**src/dbuf_defines.svh**
```systemverilog
/*
  Constants of the three-bus data buffer: queue sizes, reset values and
  bus fill values. Assumes it is included by its bare name.
*/
`ifndef DBUF_DEFINES_SVH
`define DBUF_DEFINES_SVH

// ----------------------------------------------------------------------
// Queue geometry
// ----------------------------------------------------------------------
`define DBUF_CP_ENTRIES 4
`define DBUF_CP_DW_PER_ENTRY 4
`define DBUF_CP_DEPTH 16
`define DBUF_CM_DEPTH 4

// ----------------------------------------------------------------------
// Reset and fill values
// ----------------------------------------------------------------------
`define DBUF_RST_QW 64'h0000_0000_0000_0000
`define DBUF_RST_DW 32'h0000_0000
`define DBUF_RST_PAR 8'h00
`define DBUF_ABORT_QW 64'hFFFF_FFFF_FFFF_FFFF
`define DBUF_PAR_ODD 1'b0

`endif

```
**src/dbuf_pkg.sv**
```systemverilog
/*
  Types of the three-bus data buffer: controller strobes, status and the
  state of the datapath. Assumes dbuf_defines.svh sits beside it.
*/
package dbuf_pkg;

  // Strobes from the system controller, one clock, all active high
  typedef struct packed {
    logic cm_push;      // host word into cpu_to_memory_write_queue
    logic cm_pop;       // queue head onto memory_data_bus
    logic cp_push;      // host dword into cpu_to_pci_write_queue
    logic cp_io;        // the pushed dword is an I/O write
    logic cp_pop;       // queue head onto the AD bus
    logic crm_le;       // capture memory data for the CPU
    logic crm_oe;       // drive memory_to_cpu_read_latch to host
    logic prm_le_mem;   // capture memory data for a PCI read
    logic prm_le_host;  // capture host data (modified line) for PCI
    logic prm_sel;      // dword of memory_to_pci_read_latch to drive
    logic prm_oe;       // drive selected dword onto the AD bus
    logic ptm_le;       // latch AD into pci_to_memory_write_latch
    logic ptm_sel;      // dword slot of that latch
    logic ptm_mem_oe;   // write the latch to memory
    logic ptm_host_oe;  // drive the latch onto the host bus
    logic abort_oe;     // master abort: supply host data ourselves
  } dbuf_ctrl_s;

  typedef struct packed {
    logic cp_full;
    logic cp_empty;
    logic cm_full;
    logic cm_empty;
    logic io_wait;
    logic par_err;
  } dbuf_stat_s;

  typedef struct packed {
    logic [63:0] crm;
    logic [63:0] prm;
    logic [63:0] ptm;
    logic [63:0] host_out;
    logic host_oe;
    logic [63:0] mem_out;
    logic [7:0] mem_par;
    logic mem_oe;
    logic [31:0] ad_out;
    logic ad_oe;
    logic par_err;
    logic io_wait;
  } dbuf_state_s;

endpackage

```
**src/dbuf_par.sv**
```systemverilog
/*
  Byte-lane parity for a 64-bit quadword, one bit per byte.
  Assumes nothing of its surroundings; purely combinational.
*/
`timescale 1ns/1ns
module dbuf_par #(
  parameter bit ODD = 1'b0
) (
  input wire logic [63:0] data, // quadword
  output logic [7:0] par        // one parity bit per byte
);
  always_comb begin
    for (int i = 0; i < 8; i++) begin
      par[i] = (^data[i*8 +: 8]) ^ ODD;
    end
  end
endmodule

```
**src/dbuf_fifo.sv**
```systemverilog
/*
  Synchronous FIFO with registered outputs, used as a posted write queue.
  Assumes writer and reader share one clock; data push only when in_ready.
*/
`timescale 1ns/1ns
module dbuf_fifo #(
  parameter int WIDTH = 32,
  parameter int DEPTH = 8
) (
  input wire logic clk,                // clock
  input wire logic rst,                // async reset, high
  input wire logic in_valid,           // push request
  input wire logic [WIDTH-1:0] in_data, // push data
  output logic in_ready,               // room for a push
  output logic out_valid,              // head word present
  output logic [WIDTH-1:0] out_data,   // head word
  input wire logic out_ready,          // pop request
  output logic full,                   // no free entry
  output logic empty                   // nothing queued
);
  localparam int AW = (DEPTH > 1) ? $clog2(DEPTH) : 1;

  typedef struct packed {
    logic [DEPTH-1:0][WIDTH-1:0] mem;
    logic [AW-1:0] wr;
    logic [AW-1:0] rd;
    logic [AW:0] cnt;
    logic [WIDTH-1:0] head;
    logic vld;
    logic rdy;
  } dbuf_fifo_s;

  dbuf_fifo_s st_r;
  dbuf_fifo_s st_nxt;

  function automatic logic [AW-1:0] bump(input logic [AW-1:0] p);
    bump = (p == AW'(DEPTH - 1)) ? '0 : p + 1'b1;
  endfunction

  always_comb begin
    logic do_push;
    logic do_pop;
    do_push = in_valid && st_r.rdy;
    do_pop = out_ready && st_r.vld;
    st_nxt = st_r;
    if (do_push) begin
      st_nxt.mem[st_r.wr] = in_data;
      st_nxt.wr = bump(st_r.wr);
    end
    if (do_pop) begin
      st_nxt.rd = bump(st_r.rd);
    end
    st_nxt.cnt = st_r.cnt + (AW+1)'(do_push) - (AW+1)'(do_pop);
    // Head is read from the next image so a push into empty shows at once
    st_nxt.head = st_nxt.mem[st_nxt.rd];
    st_nxt.vld = (st_nxt.cnt != '0);
    st_nxt.rdy = (st_nxt.cnt != (AW+1)'(DEPTH));
  end

  always_ff @(posedge clk or posedge rst) begin
    if (rst) begin
      st_r <= '0;
      st_r.rdy <= 1'b1;
    end else begin
      st_r <= st_nxt;
    end
  end

  assign in_ready = st_r.rdy;
  assign out_valid = st_r.vld;
  assign out_data = st_r.head;
  assign full = !st_r.rdy;
  assign empty = !st_r.vld;
endmodule

```
**src/dbuf_top.sv**
```systemverilog
/*
  Data buffer between a 64-bit host data bus, a 64-bit memory data bus
  and the 32-bit PCI AD bus: two posted write queues, three latches,
  parity generation and checking. Assumes the system controller drives
  every strobe synchronously to clk and resolves bus turnarounds.
*/
`timescale 1ns/1ns
`include "dbuf_defines.svh"

// How it works
// - host writes and write-backs go to memory
// - CPU memory writes pass through the write queue
// - memory read captured for CPU hold time
// - check parity on CPU memory reads
// - host data routed to PCI bus
// - PCI writes queued, drained when bus free
// - full PCI queue holds off further writes
// - I/O writes queued but not posted
// - L2 data to PCI via read latch
// - CPU PCI read waits for empty queue
// - PCI read dwords assembled before host
// - parity generated on PCI memory writes
// - PCI memory reads via read latch
// - no parity check toward PCI
// - controller strobes command every transfer
// - PCI queue holds four entries
// - memory queue holds one burst line
// - synchronous to the one clock
module dbuf_top
  import dbuf_pkg::*;
#(
  parameter int CP_DEPTH = `DBUF_CP_DEPTH,
  parameter int CM_DEPTH = `DBUF_CM_DEPTH
) (
  input wire logic clk,                // 100 MHz clock
  input wire logic rst,                // async reset, high
  input wire dbuf_ctrl_s ctrl,         // controller strobes
  output dbuf_stat_s stat,             // queue and check status
  input wire logic [63:0] host_data_in, // host_data_bus sampled
  output logic [63:0] host_data_out,   // host_data_bus driven
  output logic host_data_oe,           // host_data_bus enable
  input wire logic [63:0] mem_data_in, // memory_data_bus sampled
  input wire logic [7:0] mem_par_in,   // memory parity sampled
  output logic [63:0] mem_data_out,    // memory_data_bus driven
  output logic [7:0] mem_par_out,      // memory parity driven
  output logic mem_data_oe,            // memory_data_bus enable
  input wire logic [31:0] pci_ad_in,   // AD bus sampled
  output logic [31:0] pci_ad_out,      // AD bus driven
  output logic pci_ad_oe               // AD bus enable
);

  // ----------------------------------------------------------------------
  // Posted write queues
  // ----------------------------------------------------------------------
  logic cp_in_ready;
  logic cp_out_valid;
  logic [31:0] cp_out_data;
  logic cp_full;
  logic cp_empty;
  logic cm_in_ready;
  logic cm_out_valid;
  logic [63:0] cm_out_data;
  logic cm_full;
  logic cm_empty;

  // Four entries of four dwords each, flattened into one FIFO
  dbuf_fifo #(
    .WIDTH(32),
    .DEPTH(CP_DEPTH)
  ) u_cp_queue (
    .clk(clk),
    .rst(rst),
    .in_valid(ctrl.cp_push),
    .in_data(host_data_in[31:0]),
    .in_ready(cp_in_ready),
    .out_valid(cp_out_valid),
    .out_data(cp_out_data),
    .out_ready(ctrl.cp_pop),
    .full(cp_full),
    .empty(cp_empty)
  );

  // One burst line of four quadwords
  dbuf_fifo #(
    .WIDTH(64),
    .DEPTH(CM_DEPTH)
  ) u_cm_queue (
    .clk(clk),
    .rst(rst),
    .in_valid(ctrl.cm_push),
    .in_data(host_data_in),
    .in_ready(cm_in_ready),
    .out_valid(cm_out_valid),
    .out_data(cm_out_data),
    .out_ready(ctrl.cm_pop),
    .full(cm_full),
    .empty(cm_empty)
  );

  // ----------------------------------------------------------------------
  // Parity
  // ----------------------------------------------------------------------
  logic [63:0] wr_qw;
  logic [7:0] wr_par;
  logic [7:0] rd_par;
  logic [7:0] out_par_chk;

  dbuf_par #(.ODD(`DBUF_PAR_ODD)) u_wr_par (
    .data(wr_qw),
    .par(wr_par)
  );

  dbuf_par #(.ODD(`DBUF_PAR_ODD)) u_rd_par (
    .data(mem_data_in),
    .par(rd_par)
  );

  // Only the assertions read this one
  dbuf_par #(.ODD(`DBUF_PAR_ODD)) u_chk_par (
    .data(mem_data_out),
    .par(out_par_chk)
  );

  // ----------------------------------------------------------------------
  // Datapath state
  // ----------------------------------------------------------------------
  dbuf_state_s st_r;
  dbuf_state_s st_nxt;

  always_comb begin
    logic cp_push_ok;
    cp_push_ok = ctrl.cp_push && cp_in_ready;
    st_nxt = st_r;

    // Buses are driven only in the cycle after the commanding strobe
    st_nxt.host_oe = 1'b0;
    st_nxt.mem_oe = 1'b0;
    st_nxt.ad_oe = 1'b0;

    // Memory side: queued host words or the posted PCI quadword
    wr_qw = cm_out_data;
    if (ctrl.cm_pop && cm_out_valid) begin
      wr_qw = cm_out_data;
      st_nxt.mem_oe = 1'b1;
    end else if (ctrl.ptm_mem_oe) begin
      wr_qw = st_r.ptm;
      st_nxt.mem_oe = 1'b1;
    end
    if (st_nxt.mem_oe) begin
      st_nxt.mem_out = wr_qw;
      st_nxt.mem_par = wr_par;
    end

    // Memory to CPU: latch plus parity result
    if (ctrl.crm_le) begin
      st_nxt.crm = mem_data_in;
      st_nxt.par_err = (rd_par != mem_par_in);
    end

    // Memory or modified host line to PCI; no parity look here
    if (ctrl.prm_le_mem) begin
      st_nxt.prm = mem_data_in;
    end else if (ctrl.prm_le_host) begin
      st_nxt.prm = host_data_in;
    end

    // AD dwords assembled into the PCI-side latch
    if (ctrl.ptm_le) begin
      if (ctrl.ptm_sel) begin
        st_nxt.ptm[63:32] = pci_ad_in;
      end else begin
        st_nxt.ptm[31:0] = pci_ad_in;
      end
    end

    // AD bus: queue drain has priority over the read latch
    if (ctrl.cp_pop && cp_out_valid) begin
      st_nxt.ad_out = cp_out_data;
      st_nxt.ad_oe = 1'b1;
    end else if (ctrl.prm_oe) begin
      // Second dword only follows the controller's wait state
      st_nxt.ad_out = ctrl.prm_sel ? st_r.prm[63:32]
                                   : st_r.prm[31:0];
      st_nxt.ad_oe = 1'b1;
    end

    // Host bus: abort fill, PCI latch, then memory read latch
    if (ctrl.abort_oe) begin
      st_nxt.host_out = `DBUF_ABORT_QW;
      st_nxt.host_oe = 1'b1;
    end else if (ctrl.ptm_host_oe) begin
      st_nxt.host_out = st_r.ptm;
      st_nxt.host_oe = 1'b1;
    end else if (ctrl.crm_oe) begin
      st_nxt.host_out = st_r.crm;
      st_nxt.host_oe = 1'b1;
    end

    // I/O write is held until its data has left; set beats clear
    if (cp_push_ok && ctrl.cp_io) begin
      st_nxt.io_wait = 1'b1;
    end else if (cp_empty) begin
      st_nxt.io_wait = 1'b0;
    end
  end

  // Reset leaves every latch clear and every bus released
  always_ff @(posedge clk or posedge rst) begin
    if (rst) begin
      st_r <= '0;
    end else begin
      st_r <= st_nxt;
    end
  end

  // ----------------------------------------------------------------------
  // Outputs
  // ----------------------------------------------------------------------
  assign host_data_out = st_r.host_out;
  assign host_data_oe = st_r.host_oe;
  assign mem_data_out = st_r.mem_out;
  assign mem_par_out = st_r.mem_par;
  assign mem_data_oe = st_r.mem_oe;
  assign pci_ad_out = st_r.ad_out;
  assign pci_ad_oe = st_r.ad_oe;

  // Full holds the CPU off; empty lets a CPU read of PCI go ahead
  assign stat.cp_full = cp_full;
  assign stat.cp_empty = cp_empty;
  assign stat.cm_full = cm_full;
  assign stat.cm_empty = cm_empty;
  assign stat.io_wait = st_r.io_wait;
  assign stat.par_err = st_r.par_err;
endmodule

```
**config.mk**
```make
export PLATFORM = sky130hd
export DESIGN_NAME = dbuf_top
export DESIGN_NICKNAME = d
export VERILOG_FILES = /design/src/dbuf_pkg.sv /design/src/dbuf_par.sv /design/src/dbuf_fifo.sv /design/src/dbuf_top.sv
export VERILOG_INCLUDE_DIRS = /design/src
export SDC_FILE = /design/constraint.sdc
export NUM_CORES = 2
export LEC_CHECK = 0
export BUFFER_PORTS_ARGS = -buffer_cell sky130_fd_sc_hd__buf_2
export CAP_MARGIN = 20
export CORE_ASPECT_RATIO = 1.4
export CORE_MARGIN = 1
export CORE_UTILIZATION = 50
export DETAILED_ROUTE_END_ITERATION = 8
export HOLD_SLACK_MARGIN = 0.1
export PLACE_DENSITY = 0.7
export REMOVE_ABC_BUFFERS = 1
export SLEW_MARGIN = 20
export SYNTH_ARGS = -nofsm -noshare
export SYNTH_HDL_FRONTEND = slang
export SYNTH_SLANG_ARGS = --single-unit
export TNS_END_PERCENT = 100
```
**constraint.sdc**
```tcl
create_clock -name clk -period 45.3 [get_ports clk]
set_clock_uncertainty 0.15 [all_clocks]
set_input_delay 9.06 -clock clk [delete_from_list [all_inputs] [get_ports clk]]
set_output_delay 9.06 -clock clk [all_outputs]
set_load 0.02 [all_outputs]
```
## Word-level counts from Yosys, hierarchy flattened

Index checks and enable logic that the tools add are counted.

- Mux-type cells: 32
- Order comparisons: 6
- Equality and inequality tests: 8
- Bitwise logic cells: 1
- Reductions and logical operators: 34
- Add/sub/neg operators: 8

Operators by type and width:

| kind | count |
|---|---|
| 2-to-1 mux 516 bit | 1 |
| bitwise mux 512 bit | 1 |
| 2-to-1 mux 64 bit | 6 |
| 2-to-1 mux 258 bit | 1 |
| bitwise mux 256 bit | 1 |
| 2-to-1 mux 65 bit | 3 |
| binary-select mux 32 bit (select 4 bit) | 1 |
| binary-select mux 64 bit (select 2 bit) | 1 |
| demux 32 bit (select 4 bit) | 1 |
| demux 64 bit (select 2 bit) | 1 |
| parity 8 bit | 16 |
| 2-to-1 mux 32 bit | 3 |
| 2-to-1 mux 33 bit | 2 |
| 2-to-1 mux 4 bit | 3 |
| less-than comparator 4 x 5 -> 1 bit (second input constant) | 2 |
| adder 4 x 1 -> 4 bit (second input constant) | 2 |
| equality test 4 bit (second input constant) | 2 |
| inequality test 8 bit | 1 |
| logical AND 1 bit | 7 |
| less-than comparator 2 x 3 -> 1 bit (second input constant) | 2 |
| 2-to-1 mux 2 bit | 3 |
| nonzero test 3 bit | 2 |
| adder 5 x 1 -> 5 bit | 1 |
| inequality test 5 bit (second input constant) | 1 |
| 15 further kinds | 25 |

- Bits in registers: 1,253
- Output and inout bits: 177
- Word-level logic and storage cells: 134
- Bits of input ports: 186

## Longest topological paths before layout

- Depth in word-level cells: 8
- Gate-level depth with buffers: 15
- Mapped depth without buffers: 12

## By module

A second synthesis with hierarchy kept.

- Cells, all modules: 4,840
- Area total of the unflattened synthesis: 59,159.2 um^2

By module, submodules not included:

| module | times used | area an instance (um^2) | sequential area each (um^2) | cells each |
|---|---|---|---|---|
| dbuf_fifo (u_cp_queue) | 1 | 25,689.6 | 13,989.7 | 2,171 |
| dbuf_top | 1 | 18,427.7 | 9,133.8 | 1,427 |
| dbuf_fifo (u_cm_queue) | 1 | 14,061.0 | 8,234.1 | 1,130 |
| dbuf_par | 2 | 490.5 | 0.0 | 56 |

## Least setup slack after synthesis

No wires, ideal clock.

- Path kind: input-to-reg
- Start: input ctrl[11] (netlist bit)
- End: register u_cp_queue.st_r, in the netlist u_cp_queue.out_valid
- Setup time: 131 ps
- Stages: 13
- Path buffers: 3
- Setup slack: 33,652 ps
- Arrival: 11,367 ps
- Data required time: 45,019 ps
- Path through: nand2_2 inv_2 buf_2 clkbuf_1 clkbuf_1 ha_1 inv_1 ha_1 inv_1 fa_1 inv_1 nor4_1 nand2b_1

RTL lines:

| element | RTL line | source |
|---|---|---|
| start: declaration | dbuf_top.sv:37 | `input wire dbuf_ctrl_s ctrl,` |
| end signal: assignment | dbuf_fifo.sv:65 | `st_r <= st_nxt;` |
| end: declaration | dbuf_fifo.sv:33 | `dbuf_fifo_s st_r;` |

==> impl_metrics.yaml <==
floorplan:
  pin_count: 363
  die_w_um: 309
  rows: 157
  start_util_pct: 50.5
  design.core.area_um2: 131000
  die_h_um: 432
  dieArea_um2: 134000
synth:
  synth_ff_type: "dfrtp_1"
  synth_area_um2: 66000
  synth_edf_count: 0
  syn_avg_cell_area_um2: 9.46
  yosysSeqAreaShare_pct: 47.5
  ys_async_sr_fraction_pct: 100
  synth_warnings: 0
  yosys_register_bits: 1253
  syn_inst: 6978
  yosysUniqueCellTypes: 56
timing:
  drv_slew: 0
  setup_viol: 0
  setup_tns_ns: 0
  hold_viol_final: 0
  period_share_pct: 28.3
  max_freq_ghz: 0.0779
  tightestPinTransition_ns: 1.17
  slew_headroom_pct: 22.3
  fin_crit_ns: 12.83
  rsz0062_at_grt: "no"
setup_path:
  reg2reg_from: "u_cp_queue.st_r[39]$_DFF_PP0_"
  path_class: "in -> reg"
  crit_buf_inv: 5
  crit_arrival_ns: 13.30
  crit_path_cell_trace: "buf_2, nand2_2, inv_2, mux2i_4, inv_16, buf_4, buf_12, mux2i_1, mux2_2, a221oi_1, a2111oi_2"
  worst-path-stages: 11
  slowest_stage: "buf_4"
  worstPathMaxFanout: 200
  crit_family: "buffers and inverters"
  r2r_cells: 10
  setup.worst_path.start: "ctrl[11]"
  end_kind: "register"
  slowest_delay_ns: 0.91
  crit_required_ns: 45.76
  start_kind: "input port"
  rrSetupSlack_ns: 40.08
global_routing:
  grt_pass1_wl_mm: 313
  grt_overflow: 0
  grt_max_degree: 201
  grt_pass1_vias: 52300
  antenna_found_initial: 23
  grt_use_total_pct: 30.6
pwr:
  cellLeakagePower_nw: 32.9
  power_density_nw_per_um2: 74.2
  ir_drop_mv: 0.0952
cts:
  path_clk_slew_ns: 0.06
  cts_root_buffer: "clkbuf_16"
  cts_max_level: 3
  cts_resized: 0
  cts_buffers: 118
  hold_buffers: 0
  tritoncts: "yes"
  clockBufferDepth: 3
  cts.sinks: 1253
  cts_setup_buffers: 0
  worst_skew_pair.late_latency_ns: 0.78
cells_and_area:
  drive_gt1_share_pct: 20.5
  final_cell_mix: "nand2_1 (1914), dfrtp_1 (1251), mux2_2 (672)"
  nNetsFinal: 6987
  final_cell_area_um2: 71500
  final_common_cell: "nand2_1"
  syn_to_final_growth_pct: 8.25
place:
  numPortBuffers: 362
  gp_congestion: 0.853
  placed_area_um2: 67300
  dp_hpwl_mm: 123
drt:
  drt_iter0_drc: 5109
  drtAntennaViolNets: 0
  wl_per_cell_um: 23.9
  dr_total_vias: 52500
  drt_pass1_iterations: 6
  drc_errors: 0
  routed_wl_mm: 206
  via_per_inst: 6.08
job:
  drv_cap: 0
hold_path:
  min-delay-start: "u_cp_queue.out_data[22]$_DFF_PP0_"
  hold_depth: 2
  holdCritPathClass: "reg -> reg"
run_status:
  status: "finished clean"
-- final timing paths --
kind / end
max: u_cp_queue.out_data[12]$_DFF_PP0_
min: pci_ad_out[22]$_DFFE_PP0P_
max reg2reg: u_cp_queue.out_data[12]$_DFF_PP0_
min reg2reg: pci_ad_out[22]$_DFFE_PP0P_
max in group asynchronous: u_cp_queue.st_r[353]$_DFF_PP0_
min in group asynchronous: host_data_out[46]$_DFFE_PP0P_
-- cells in the mapped netlist (3+ instances only) --
cell	n	area, um2
a2111oi_2	28	420
a21oi_1	476	2380
a221oi_1	96	841
a22o_1	3	26.3
a311oi_1	25	219
a31oi_1	3	18.8
and2_1	4	25.0
and3_1	4	25.0
buf_1	80	300
buf_2	112	561
buf_4	201	1510
clkbuf_1	376	1410
dfrtp_1	1251	31300
ha_1	17	213
inv_1	28	105
mux2_2	672	7570
mux2i_1	428	4280
nand2_1	1932	7250
nand2b_1	70	438
nand3_1	296	1480
nor2_1	87	327
nor2b_1	3	18.8
nor3_1	195	976
nor4_1	4	25.0
o211ai_1	185	1390
o21ai_0	176	881
or3_1	3	18.8
xnor2_1	166	1450
xor2_1	19	166
-- cell type report --
type | count | area [um2]
sequential | 1253 | 31400
multi-input combinational | 4921 | 31100
antenna | 7 | 17.5
clock buffer | 176 | 3460
inverter | 32 | 154
fill | 11500 | 59400
tap | 1749 | 2190
clock inverter | 42 | 624
timing repair buffer | 456 | 2600
-- layer usage --
layer	vias to the layer above	part of all wire, %	track usage, %
li1	23300	-	-
met1	26100	38	37.2
met2	2490	48	50.9
met3	657	7.8	5.37
met4	20	5.7	17.4
met5	-	0.062	0
-- sequential cells by signal, summed over array words and instances (netlist names), 2 cells and up --
name,cells
host_data_out,64
mem_data_out,64
mem_par_out,8
pci_ad_out,32
st_r,192
stat,2
u_cm_queue.out_data,64
u_cm_queue.st_r,263
u_cp_queue.out_data,32
u_cp_queue.st_r,525
-- worst min-delay path: cells and delay by family, from the launching register on --
kind | cells | cell delay, ns
flip-flops | 1 | 0.32
AO/OA/AOI/OAI | 1 | 0.06
AND/OR/NAND/NOR | 1 | 0.04
-- logic make-up after synthesis --
family / Yosys count / synth area share (%)
simple gates: 2604 / 16.1
compound gates: 1011 / 9.60
xor+xnor: 185 / 2.45
fa+ha+maj: 19 / 0.383
flops: 1253 / 47.5
buf+inv: 804 / 5.95
mux: 1102 / 18.0
-- per-stage QoR --
stage / power (mW) / hold slack [ns] / util, % / instances / setup slack (ns)
2_1_floorplan: 3.59 / 0.276 / - / 6206 / 0.784
3_3_place_gp: 4.13 / 0.287 / 51.5 / 8410 / 32.01
6_report: 5.30 / 0.307 / 54.6 / 8636 / 32.47
3_5_place_dp: 4.22 / 0.289 / 51.5 / 8410 / 31.89
4_1_cts: 5.28 / 0.304 / 54.6 / 8628 / 32.70
5_1_grt: 5.61 / 0.328 / 54.6 / 8634 / 32.34
-- report_power, final --
| group | leakage, nW | switching (mW) | total [mW] | internal (mW) |
|---|---|---|---|---|
| Combinational | 15.7 | 1.44 | 2.43 | 0.986 |
| Sequential | 15.2 | 0.266 | 1.82 | 1.56 |
| Clock | 1.98 | 0.458 | 1.05 | 0.593 |
(Power assumes the default switching activity.)
